**config.mk**
```make
export PLATFORM = sky130hd
export DESIGN_NAME = cpcs_ctrl
export DESIGN_NICKNAME = d
export VERILOG_FILES = /design/src/cpcs_pkg.sv /design/src/cpcs_ctrl.sv /design/src/cpcs_decode.sv
export VERILOG_INCLUDE_DIRS = /design/src
export SDC_FILE = /design/constraint.sdc
export NUM_CORES = 1
export LEC_CHECK = 0
export ABC_AREA = 1
export ABC_CLOCK_PERIOD_IN_PS = 3200
export BUFFER_PORTS_ARGS = -buffer_cell sky130_fd_sc_hd__buf_2
export CELL_PAD_IN_SITES_DETAIL_PLACEMENT = 0
export CELL_PAD_IN_SITES_GLOBAL_PLACEMENT = 1
export CORE_MARGIN = 1.5
export CORE_UTILIZATION = 33
export CTS_CLUSTER_SIZE = 12
export DETAILED_ROUTE_END_ITERATION = 8
export PLACE_DENSITY_LB_ADDON = 0.05
export SLEW_MARGIN = 20
export SYNTH_ARGS = -nofsm -noshare
export SYNTH_HDL_FRONTEND = slang
export SYNTH_HIERARCHICAL = 1
export SYNTH_SLANG_ARGS = --single-unit
```
**constraint.sdc**
```tcl
create_clock -name clock -period 3.2 [get_ports clock]
set_input_delay 0.8 -clock clock [delete_from_list [all_inputs] [get_ports clock]]
set_output_delay 0.8 -clock clock [all_outputs]
set_load 0.1 [all_outputs]
```
**src/cpcs_consts.svh**
```systemverilog
`ifndef CPCS_CONSTS_SVH
`define CPCS_CONSTS_SVH

// escape groups (low three bits of the first opcode byte)
`define CPCS_GRP_001 3'h1
`define CPCS_GRP_011 3'h3
`define CPCS_GRP_101 3'h5
// register-form second bytes
`define CPCS_B1_CLEX 8'hE2
`define CPCS_B1_INCSTP 8'hF7
`define CPCS_B1_DECSTP 8'hF6
`define CPCS_B1_NOP 8'hD0
// legacy irq opcodes, escape group 011
`define CPCS_B1_LEG_EN 8'hE0
`define CPCS_B1_LEG_DIS 8'hE1
// reg field of memory forms
`define CPCS_REG_STORE 3'h6
`define CPCS_REG_LOAD 3'h4
// memory-form mod value that selects register form
`define CPCS_MOD_REG 2'h3
// execution clocks
`define CPCS_CLK_CLEX 9'd11
`define CPCS_CLK_STENV 9'd104
`define CPCS_CLK_LDENV 9'd71
`define CPCS_CLK_SAVE 9'd376
`define CPCS_CLK_RSTOR 9'd308
`define CPCS_CLK_INCSTP 9'd21
`define CPCS_CLK_DECSTP 9'd22
`define CPCS_CLK_NOP 9'd12
`define CPCS_CLK_IGNORE 9'd1
`define CPCS_CLK_REDUCE 9'd76
// reset values
`define CPCS_TOP_RST 3'h0
`define CPCS_ADDR_RST 32'h0000_0000

`endif

```
**src/cpcs_pkg.sv**
```systemverilog
package cpcs_pkg;

    typedef enum logic [8:0] {
        CPCS_NONE = 9'h000,
        CPCS_CLEX = 9'h001,
        CPCS_STENV = 9'h002,
        CPCS_LDENV = 9'h004,
        CPCS_SAVE = 9'h008,
        CPCS_RSTOR = 9'h010,
        CPCS_INCSTP = 9'h020,
        CPCS_DECSTP = 9'h040,
        CPCS_NOP = 9'h080,
        CPCS_IGNORE = 9'h100
    } cpcs_op_e;

    typedef enum logic [1:0] {
        CPCS_IDLE = 2'h1,
        CPCS_BUSY = 2'h2
    } cpcs_state_e;

    // instruction as delivered by the host
    typedef struct packed {
        logic [2:0] group;
        logic [7:0] byte1;
        logic [31:0] instr_addr;
        logic [31:0] oper_addr;
        logic has_prefix;
        logic [31:0] prefix_addr;
        logic trig_reduce;
    } cpcs_instr_s;

    // pointers recorded on a numeric fault
    typedef struct packed {
        logic [31:0] instr_ptr;
        logic [31:0] oper_ptr;
        logic [10:0] opcode;
        logic prot_fmt;
    } cpcs_ptr_s;

endpackage

```
**src/cpcs_ctrl.sv**
```systemverilog
`timescale 1ns/1ps
`include "cpcs_consts.svh"

// Summary of operation
// - clear exceptions: group 011, E2, 11 clocks
// - store environment: group 001 reg 110, 104
// - load environment: group 001 reg 100, 71
// - restore full state: group 101 reg 100
// - stack top increment: F7, 21 clocks
// - stack top decrement: F6, 22 clocks
// - no operation: D0, 12 clocks
// - trig reduction adds 76 clocks
// - error line goes straight to host
// - legacy irq opcodes change nothing
// - fault address is first prefix byte if prefixed, else instr_addr
// - protected mode: no opcode saved
// - busy held until instruction completes

module cpcs_ctrl
    import cpcs_pkg::*;
(
    // clock and reset
    input wire logic clock,
    input wire logic reset,
    // instruction issue from host
    input wire logic issue,
    input wire cpcs_pkg::cpcs_instr_s instr,
    input wire logic protected_mode,
    // numeric fault from the datapath
    input wire logic numeric_fault,
    // status toward host
    output logic busy,
    output logic error,
    output logic [2:0] stack_top,
    output logic exc_clear,
    output cpcs_pkg::cpcs_ptr_s saved_ptr,
    output cpcs_pkg::cpcs_op_e cur_op
);
    import cpcs_pkg::*;

    cpcs_op_e dec_op;
    logic [8:0] dec_clocks;

    cpcs_decode u_decode (
        .group(instr.group),
        .byte1(instr.byte1),
        .op(dec_op),
        .clocks(dec_clocks)
    );

    cpcs_state_e state_r, state_nxt;
    cpcs_op_e op_r, op_nxt;
    logic [9:0] cnt_r, cnt_nxt;
    logic busy_r, busy_nxt;
    logic error_r, error_nxt;
    logic [2:0] top_r, top_nxt;
    logic clr_r, clr_nxt;
    cpcs_ptr_s ptr_r, ptr_nxt;
    logic accept;
    logic [9:0] total;

    // an issue while busy is dropped; host must wait on busy
    assign accept = issue && (state_r == CPCS_IDLE)
        && (dec_op != CPCS_NONE);

    always_comb
    begin
        state_nxt = state_r;
        op_nxt = op_r;
        cnt_nxt = cnt_r;
        busy_nxt = busy_r;
        error_nxt = error_r;
        top_nxt = top_r;
        clr_nxt = 1'b0;
        ptr_nxt = ptr_r;
        total = {1'b0, dec_clocks};
        if (instr.trig_reduce)
        begin
            total = 10'({1'b0, dec_clocks}
                + {1'b0, `CPCS_CLK_REDUCE});
        end
        // fault raises the dedicated line; set wins over clear
        if (numeric_fault)
        begin
            error_nxt = 1'b1;
            // with a prefix, record the first prefix byte, not the escape byte; else instr_addr
            ptr_nxt.instr_ptr = instr.has_prefix ? instr.prefix_addr
                : instr.instr_addr;
            ptr_nxt.oper_ptr = instr.oper_addr;
            ptr_nxt.prot_fmt = protected_mode;
            ptr_nxt.opcode = protected_mode ? 11'h000
                : {instr.group, instr.byte1};
        end
        case (state_r)
            CPCS_IDLE:
            begin
                if (accept)
                begin
                    op_nxt = dec_op;
                    // busy then stands exactly total cycles
                    cnt_nxt = total;
                    busy_nxt = 1'b1;
                    state_nxt = CPCS_BUSY;
                    if (dec_op == CPCS_CLEX && !numeric_fault)
                    begin
                        error_nxt = 1'b0;
                        clr_nxt = 1'b1;
                    end
                    else if (dec_op == CPCS_INCSTP)
                    begin
                        top_nxt = 3'(top_r + 3'd1);
                    end
                    else if (dec_op == CPCS_DECSTP)
                    begin
                        top_nxt = 3'(top_r - 3'd1);
                    end
                    // nop and legacy irq ops touch no state
                end
            end
            CPCS_BUSY:
            begin
                if (cnt_r <= 10'd1)
                begin
                    busy_nxt = 1'b0;
                    op_nxt = CPCS_NONE;
                    state_nxt = CPCS_IDLE;
                    cnt_nxt = 10'd0;
                end
                else
                begin
                    cnt_nxt = cnt_r - 10'd1;
                end
            end
            default:
            begin
                state_nxt = CPCS_IDLE;
                busy_nxt = 1'b0;
            end
        endcase
    end

    always_ff @(posedge clock)
    begin
        if (reset)
        begin
            state_r <= CPCS_IDLE;
            op_r <= CPCS_NONE;
            cnt_r <= 10'd0;
            busy_r <= 1'b0;
            error_r <= 1'b0;
            top_r <= `CPCS_TOP_RST;
            clr_r <= 1'b0;
            ptr_r <= '0;
        end
        else
        begin
            state_r <= state_nxt;
            op_r <= op_nxt;
            cnt_r <= cnt_nxt;
            busy_r <= busy_nxt;
            error_r <= error_nxt;
            top_r <= top_nxt;
            clr_r <= clr_nxt;
            ptr_r <= ptr_nxt;
        end
    end

    assign busy = busy_r;
    assign error = error_r;
    assign stack_top = top_r;
    assign exc_clear = clr_r;
    assign saved_ptr = ptr_r;
    assign cur_op = op_r;

endmodule

```
**src/cpcs_decode.sv**
```systemverilog
`timescale 1ns/1ps
`include "cpcs_consts.svh"

module cpcs_decode
    import cpcs_pkg::*;
(
    // instruction bytes
    input wire logic [2:0] group,
    input wire logic [7:0] byte1,
    // decoded operation and its clocks
    output cpcs_pkg::cpcs_op_e op,
    output logic [8:0] clocks
);
    import cpcs_pkg::*;

    logic mem_form;
    logic [2:0] reg_f;

    always_comb
    begin
        mem_form = (byte1[7:6] != `CPCS_MOD_REG);
        reg_f = byte1[5:3];
        op = CPCS_NONE;
        clocks = 9'd0;
        case (group)
            `CPCS_GRP_011:
            begin
                if (byte1 == `CPCS_B1_CLEX)
                begin
                    op = CPCS_CLEX;
                    clocks = `CPCS_CLK_CLEX;
                end
                else if (byte1 == `CPCS_B1_LEG_EN
                         || byte1 == `CPCS_B1_LEG_DIS)
                begin
                    op = CPCS_IGNORE;
                    clocks = `CPCS_CLK_IGNORE;
                end
            end
            `CPCS_GRP_001:
            begin
                if (mem_form && reg_f == `CPCS_REG_STORE)
                begin
                    op = CPCS_STENV;
                    clocks = `CPCS_CLK_STENV;
                end
                else if (mem_form && reg_f == `CPCS_REG_LOAD)
                begin
                    op = CPCS_LDENV;
                    clocks = `CPCS_CLK_LDENV;
                end
                else if (byte1 == `CPCS_B1_INCSTP)
                begin
                    op = CPCS_INCSTP;
                    clocks = `CPCS_CLK_INCSTP;
                end
                else if (byte1 == `CPCS_B1_DECSTP)
                begin
                    op = CPCS_DECSTP;
                    clocks = `CPCS_CLK_DECSTP;
                end
                else if (byte1 == `CPCS_B1_NOP)
                begin
                    op = CPCS_NOP;
                    clocks = `CPCS_CLK_NOP;
                end
            end
            `CPCS_GRP_101:
            begin
                if (mem_form && reg_f == `CPCS_REG_STORE)
                begin
                    op = CPCS_SAVE;
                    clocks = `CPCS_CLK_SAVE;
                end
                else if (mem_form && reg_f == `CPCS_REG_LOAD)
                begin
                    op = CPCS_RSTOR;
                    clocks = `CPCS_CLK_RSTOR;
                end
            end
            default:
            begin
                op = CPCS_NONE;
                clocks = 9'd0;
            end
        endcase
    end

endmodule

```
Word-level counts from Yosys, hierarchy flattened
Cells that the tools add are included.
Word-level totals
  bits in read-only memories: 0
  memories kept: 0
  memory bits (writable): 0
  bits in latches: 0
  register bits: 103
  input bits: 114
Operators by class
  equal/unequal tests: 19
  reduce and logical (&&, ||, !) cells: 15
  magnitude comparators: 1
  add/sub/neg operators: 4
  multiply operators: 0
  muxes and demuxes: 42
  shifts and indexed selects: 0
  divide/modulo/power cells: 0
  bitwise logic cells: 3
Operators with widths (number)
  $mux W9: 16
  $pmux W9 S3: 2
  $eq A8 B8 Y1 const B: 6
  $mux W32: 1
  $mux W10: 3
  $pmux W10 S2: 1
  $pmux W9 S2: 1
  $mux W11: 1
  $add A9 B7 Y10 const B: 1
  $le A10 B1 Y1 const B: 1
  $sub A10 B1 Y10 const B: 1
  $eq A3 B3 Y1 const B: 3
  $eq A9 B1 Y1 const B: 1
  $eq A9 B6 Y1 const B: 1
  $eq A9 B7 Y1 const B: 1
  $reduce_bool A9 Y1: 1
  $mux W1: 8
  $mux W8: 1
  $mux W3: 2
  $ne A2 B2 Y1 const B: 3
  $logic_and A1 B1 Y1: 5
  $mux W5: 1
  $mux W2: 2
  $mux W4: 1
  16 further kinds: 20

Depth between registers and ports, before layout
  depth after elaboration: 12
  depth in mapped cells: 18

Modules after synthesis
The synthesis kept the hierarchy.
Modules (own cells, without submodules)
  cpcs_ctrl: times used 1, seq. area each 2042.0 µm², area each 4628.2 µm², cells an instance 645
  cpcs_decode: times used 1, seq. area each 0.0 µm², area each 319.1 µm², cells an instance 74

Worst setup path before layout
No wires, ideal clock.
  path kind: input port to flip-flop
  start point: input instr[108] in the netlist's numbering
  end point: register top_r[2] (netlist: stack_top[2])
  cell stages on the path: 15
  arrival time: 2321 ps
  path buffers: 0
  setup slack: 765 ps
  cell sequence: inv_1 > nand2_2 > nor2_4 > inv_2 > nor3_1 > nand3_1 > inv_1 > nand2_1 > fa_1 > inv_1 > nand2_1 > nand2_1 > nand2_1 > nor2_1 > nor2_1
On the way
  cells in the longest elaborated chain, start to end: 6
  elaborated cells on any way between the ends: 14
  those cells by class: eq/ne: 6; mux: 2; bitwise: 1; reduce/logical: 5
Ends and longest elaborated chain
  start, declared: RTL line cpcs_ctrl.sv:27  | input wire cpcs_pkg::cpcs_instr_s instr,
  $eq A3 B3 Y1, or another cell as far along: RTL line cpcs_decode.sv:25  | case (group)
  $pmux W9 S3 *: RTL line cpcs_decode.sv:25
  via dec_op[5]: RTL line cpcs_ctrl.sv:41  | cpcs_op_e dec_op;
  $eq A9 B1 Y1: RTL line cpcs_ctrl.sv:104  | if (dec_op == CPCS_CLEX && !numeric_fault)
  $logic_and A1 B1 Y1: RTL line cpcs_ctrl.sv:104
  $not A1 Y1 (no source line)
  $reduce_and A4 Y1 (no source line)
  end signal, assigned: RTL line cpcs_ctrl.sv:151  | top_r <= `CPCS_TOP_RST;
  end signal, assigned: RTL line cpcs_ctrl.sv:162  | top_r <= top_nxt;
  end, declared: RTL line cpcs_ctrl.sv:56  | logic [2:0] top_r, top_nxt;
Mark *: on every way through the listed nets, which the timed path passes. The rest lies on a longest branch.
A chain may end at the register's enable or synchronous reset.

Final worst setup path
  start point: input instr[104] in the netlist's numbering
  end point: register top_r[1] (netlist: stack_top[1])
On the way
  elaborated cells on any way between the ends: 30
  those cells by class: eq/ne: 10; mux: 11; bitwise: 1; reduce/logical: 8
RTL lines
  $eq A8 B8 Y1 (no source line)
  $mux W9: RTL line cpcs_decode.sv:57  | else if (byte1 == `CPCS_B1_DECSTP)
  $mux W9: RTL line cpcs_decode.sv:52  | else if (byte1 == `CPCS_B1_INCSTP)
  $mux W9: RTL line cpcs_decode.sv:47  | else if (mem_form && reg_f == `CPCS_REG_LOAD)
  $mux W9: RTL line cpcs_decode.sv:42  | if (mem_form && reg_f == `CPCS_REG_STORE)
  $pmux W9 S3 *: RTL line cpcs_decode.sv:25
  via dec_op[3]: RTL line cpcs_ctrl.sv:41
  $eq A9 B1 Y1: RTL line cpcs_ctrl.sv:104
  $logic_and A1 B1 Y1: RTL line cpcs_ctrl.sv:104
  $not A1 Y1 (no source line)
  $reduce_and A4 Y1 (no source line)
Marked as above.

==> key figures <==
Run status
  – Status: complete, no violations

Routing
  – Residual DRC count: 0
  – Starting DRT DRC Count: 236
  – 1st-pass router iterations: 4
  – Post-detailed-route count of antenna-violating nets: 0
  – Routed wire per std cell: 13.4 um
  – Via count: 5104
  – Post-Route WL: 14.6 mm
  – Vias/cell: 4.68

Timing
  – Clock skew: 0.00565 ns
  – RSZ-0062 raised after global routing: no
  – FMAX: 415 MHz
  – Final Hold Vio Count: 0
  – Fin worst setup slack: 0.790 ns
  – Hold slack: 0.463 ns
  – Fin crit share: 0.753
  – Slew of the pin with the lowest slew margin: 0.792 ns
  – Sum of negative setup slack: 0 ns
  – Min cycle time layout: 2.41 ns
  – Setup Viol. Count Final: 0
  – Rel. slew slack: 0.470
  – Slew Limit Fails: 0

Final layout
  – Share of cells above drive strength 1: 0.283
  – Most common cell after layout, fill and taps aside: buf_2
  – Post-layout net count: 1019
  – Finished Cell Area: 6370 um^2
  – Commonest non-fill, non-tap cells in the layout: buf_2, nand2_1, nor2_1
  – N_diodes: 0
  – Final Core Density: 0.437
  – Area growth syn-to-layout: 28.8%
  – Final Non-Filler Cells: 1090

Global routing
  – Largest net degree at the start of global routing: 99
  – Vias in the first global route: 4769
  – Gr usage total: 0.185
  – Antenna violations before repair: 0
  – Global-route wire length before repair: 23.9 mm
  – GRT overflow: 0

Critical path
  – Worst R2R Start: state_r[1]$_SDFFE_PP0P_
  – R2R Setup Slk: 1.48 ns
  – CP max stage delay: 0.42 ns
  – Worst R2R Path Depth: 7
  – Worst Path Class, Setup: primary input to flop
  – Most used cell, CP: nand2_1
  – Critical Path RT: 3.45 ns
  – Crit Path Max Fanout: 5
  – R2R Path End: cnt_r[1]$_SDFFE_PP0P_
  – Slowest stage cell, crit path: fa_1
  – Worst path cell trace: buf_2 > nand2_1 > nand2_1 > nor2_1 > nand2_1 > inv_1 > inv_1 > nand2_1 > nor2_8 > nand2_1 > fa_1 > o21ai_0 > nor2_1
  – CP startpoint kind: primary input
  – Crit path max-delay family: simple AND/OR/NAND/NOR gates
  – Critical Path AT: 2.66 ns
  – WP buf/inv: 3
  – Setup crit end kind: flop

Synthesis
  – YS warnings: 6
  – Library cells used by synthesis: 35
  – Post-Syn Nets: 837
  – Flop and latch count out of synthesis: 102
  – Mapped cell area: 4950 um^2
  – Register area share after synthesis: 0.413
  – Cell count after synthesis: 719
  – Avg Cell Area, Syn: 6.88 um^2

Hold path
  – Hold path depth: 2
  – Hold Startpoint: cur_op[8]$_SDFFE_PP0P_
  – Hold worst-path end: cur_op[8]$_SDFFE_PP0P_
  – Worst hold path type: flop to flop

Placement
  – I/O Buffers: 204
  – Placed Cells: 1074
  – DP Area: 6070 um^2
  – GP Congestion: 0.805
  – Post-place setup slack: 0.446 ns
  – Post-DP HPWL: 10.8 mm

Floorplanning
  – Io pins: 205
  – Die outline width: 125 um
  – Cell row count: 44
  – Total core area: 14600 um^2
  – Area of the die: 15700 um^2
  – Chip height: 125 um
  – Initial Utilization: 0.339

Clock tree
  – CTS tree: built
  – CTS hold repair buffers: 0
  – CTS H-tree depth: 3
  – Clock Latency Late Sink: 0.35 ns
  – Post_cts resized: 0
  – CTS root buf: clkbuf_16
  – CTS Sinks: 102
  – Worst-path clk slew: 0.08 ns
  – Clock Tree Buf Depth: 2
  – Postcts setup bufs: 0
  – Total CTS buffers: 9

Run
  – Max-Cap Viols: 0

Pwr
  – Total power: 3.33 mW
  – Leakage Power: 3.43 nW
  – Maximum VDD drop: 0.230 mV
  – Power Dens Cells: 523 nW/um^2
## report_power, final
| group | switching [mW] | internal (mW) |
|---|---|---|
| logic | 0.686 | 0.174 |
| registers | 0.0321 | 1.34 |
| clock network | 0.518 | 0.588 |
| total | 1.24 | 2.10 |
## layout make-up
class	instances	area, um^2
inverters	85	319
repair buffers	209	1070
fillers	1566	8220
flip-flops and latches	102	2040
multi-input cells	494	2410
clock buffers	11	253
well taps	184	230
clock inverters	5	46.3
## state kept, by name, summed over array words and instances, names as in the netlist
signal	count
error	1
exc_clear	1
cur_op	9
state_r	2
stack_top	3
cnt_r	10
saved_ptr	76
## worst max-delay path by stage
stage,end,slack [ns],from,cells past startpoint
after floorplan,stack_top[2]$_SDFFE_PP0P_,0.77,instr[108],15
after detailed placement,stack_top[2]$_SDFFE_PP0P_,0.45,instr[108],17
after CTS,stack_top[2]$_SDFFE_PP0P_,0.81,instr[108],17
after global placement,stack_top[2]$_SDFFE_PP0P_,0.46,instr[108],17
after global routing,stack_top[2]$_SDFFE_PP0P_,0.48,instr[108],17
final,stack_top[1]$_SDFFE_PP0P_,0.79,instr[104],13
## kinds of logic after synthesis
| kind of cell | count (synthesis) | synth area share |
|---|---|---|
| adder cells (fa/ha/maj) | 4 | 0.0116 |
| AO/OA/AOI/OAI | 114 | 0.142 |
| other | 1 | 0.000758 |
| AND/OR/NAND/NOR | 369 | 0.323 |
| XOR/XNOR | 6 | 0.0106 |
| flip-flops | 102 | 0.413 |
| buffers and inverters | 123 | 0.0996 |
## cells in the mapped netlist
master	number	share of area
conb_1	1	0.00076
nor2_1	111	0.084
nor2_2	7	0.0089
dfxtp_1	102	0.41
o21ai_2	8	0.014
buf_1	4	0.0030
nand3b_1	5	0.0076
and2_1	1	0.0013
fa_1	1	0.0040
a31oi_1	1	0.0013
nand3_2	2	0.0040
nor2_4	2	0.0046
buf_8	1	0.0030
nor3_1	1	0.0010
buf_2	13	0.013
nand2_4	5	0.011
nand2_1	165	0.13
ha_1	3	0.0076
and3_1	1	0.0013
o21ai_1	1	0.0010
nor2_8	1	0.0040
o21ai_4	1	0.0033
inv_2	3	0.0023
xor2_1	5	0.0089
o21bai_1	1	0.0015
xnor2_1	1	0.0018
nand2_2	1	0.0013
nand4_1	2	0.0025
inv_1	82	0.062
clkbuf_1	19	0.014
nand3_1	65	0.066
a21oi_1	24	0.024
o211ai_1	34	0.052
buf_4	1	0.0015
o21ai_0	44	0.045
## per-layer routing
metal,share of wire,track usage,up-vias
li1,-,-,2648
met1,0.45,0.236,2271
met2,0.47,0.315,165
met3,0.056,0.0312,20
met4,0.022,0.0668,0
met5,0,0,-
## worst min-delay path, cell delays in order (launching register included)
cell and delay, ns:
dfxtp_1 0.31, nand2_1 0.06, a21oi_1 0.05
Note: power is estimated with default switching activity, not from simulation.
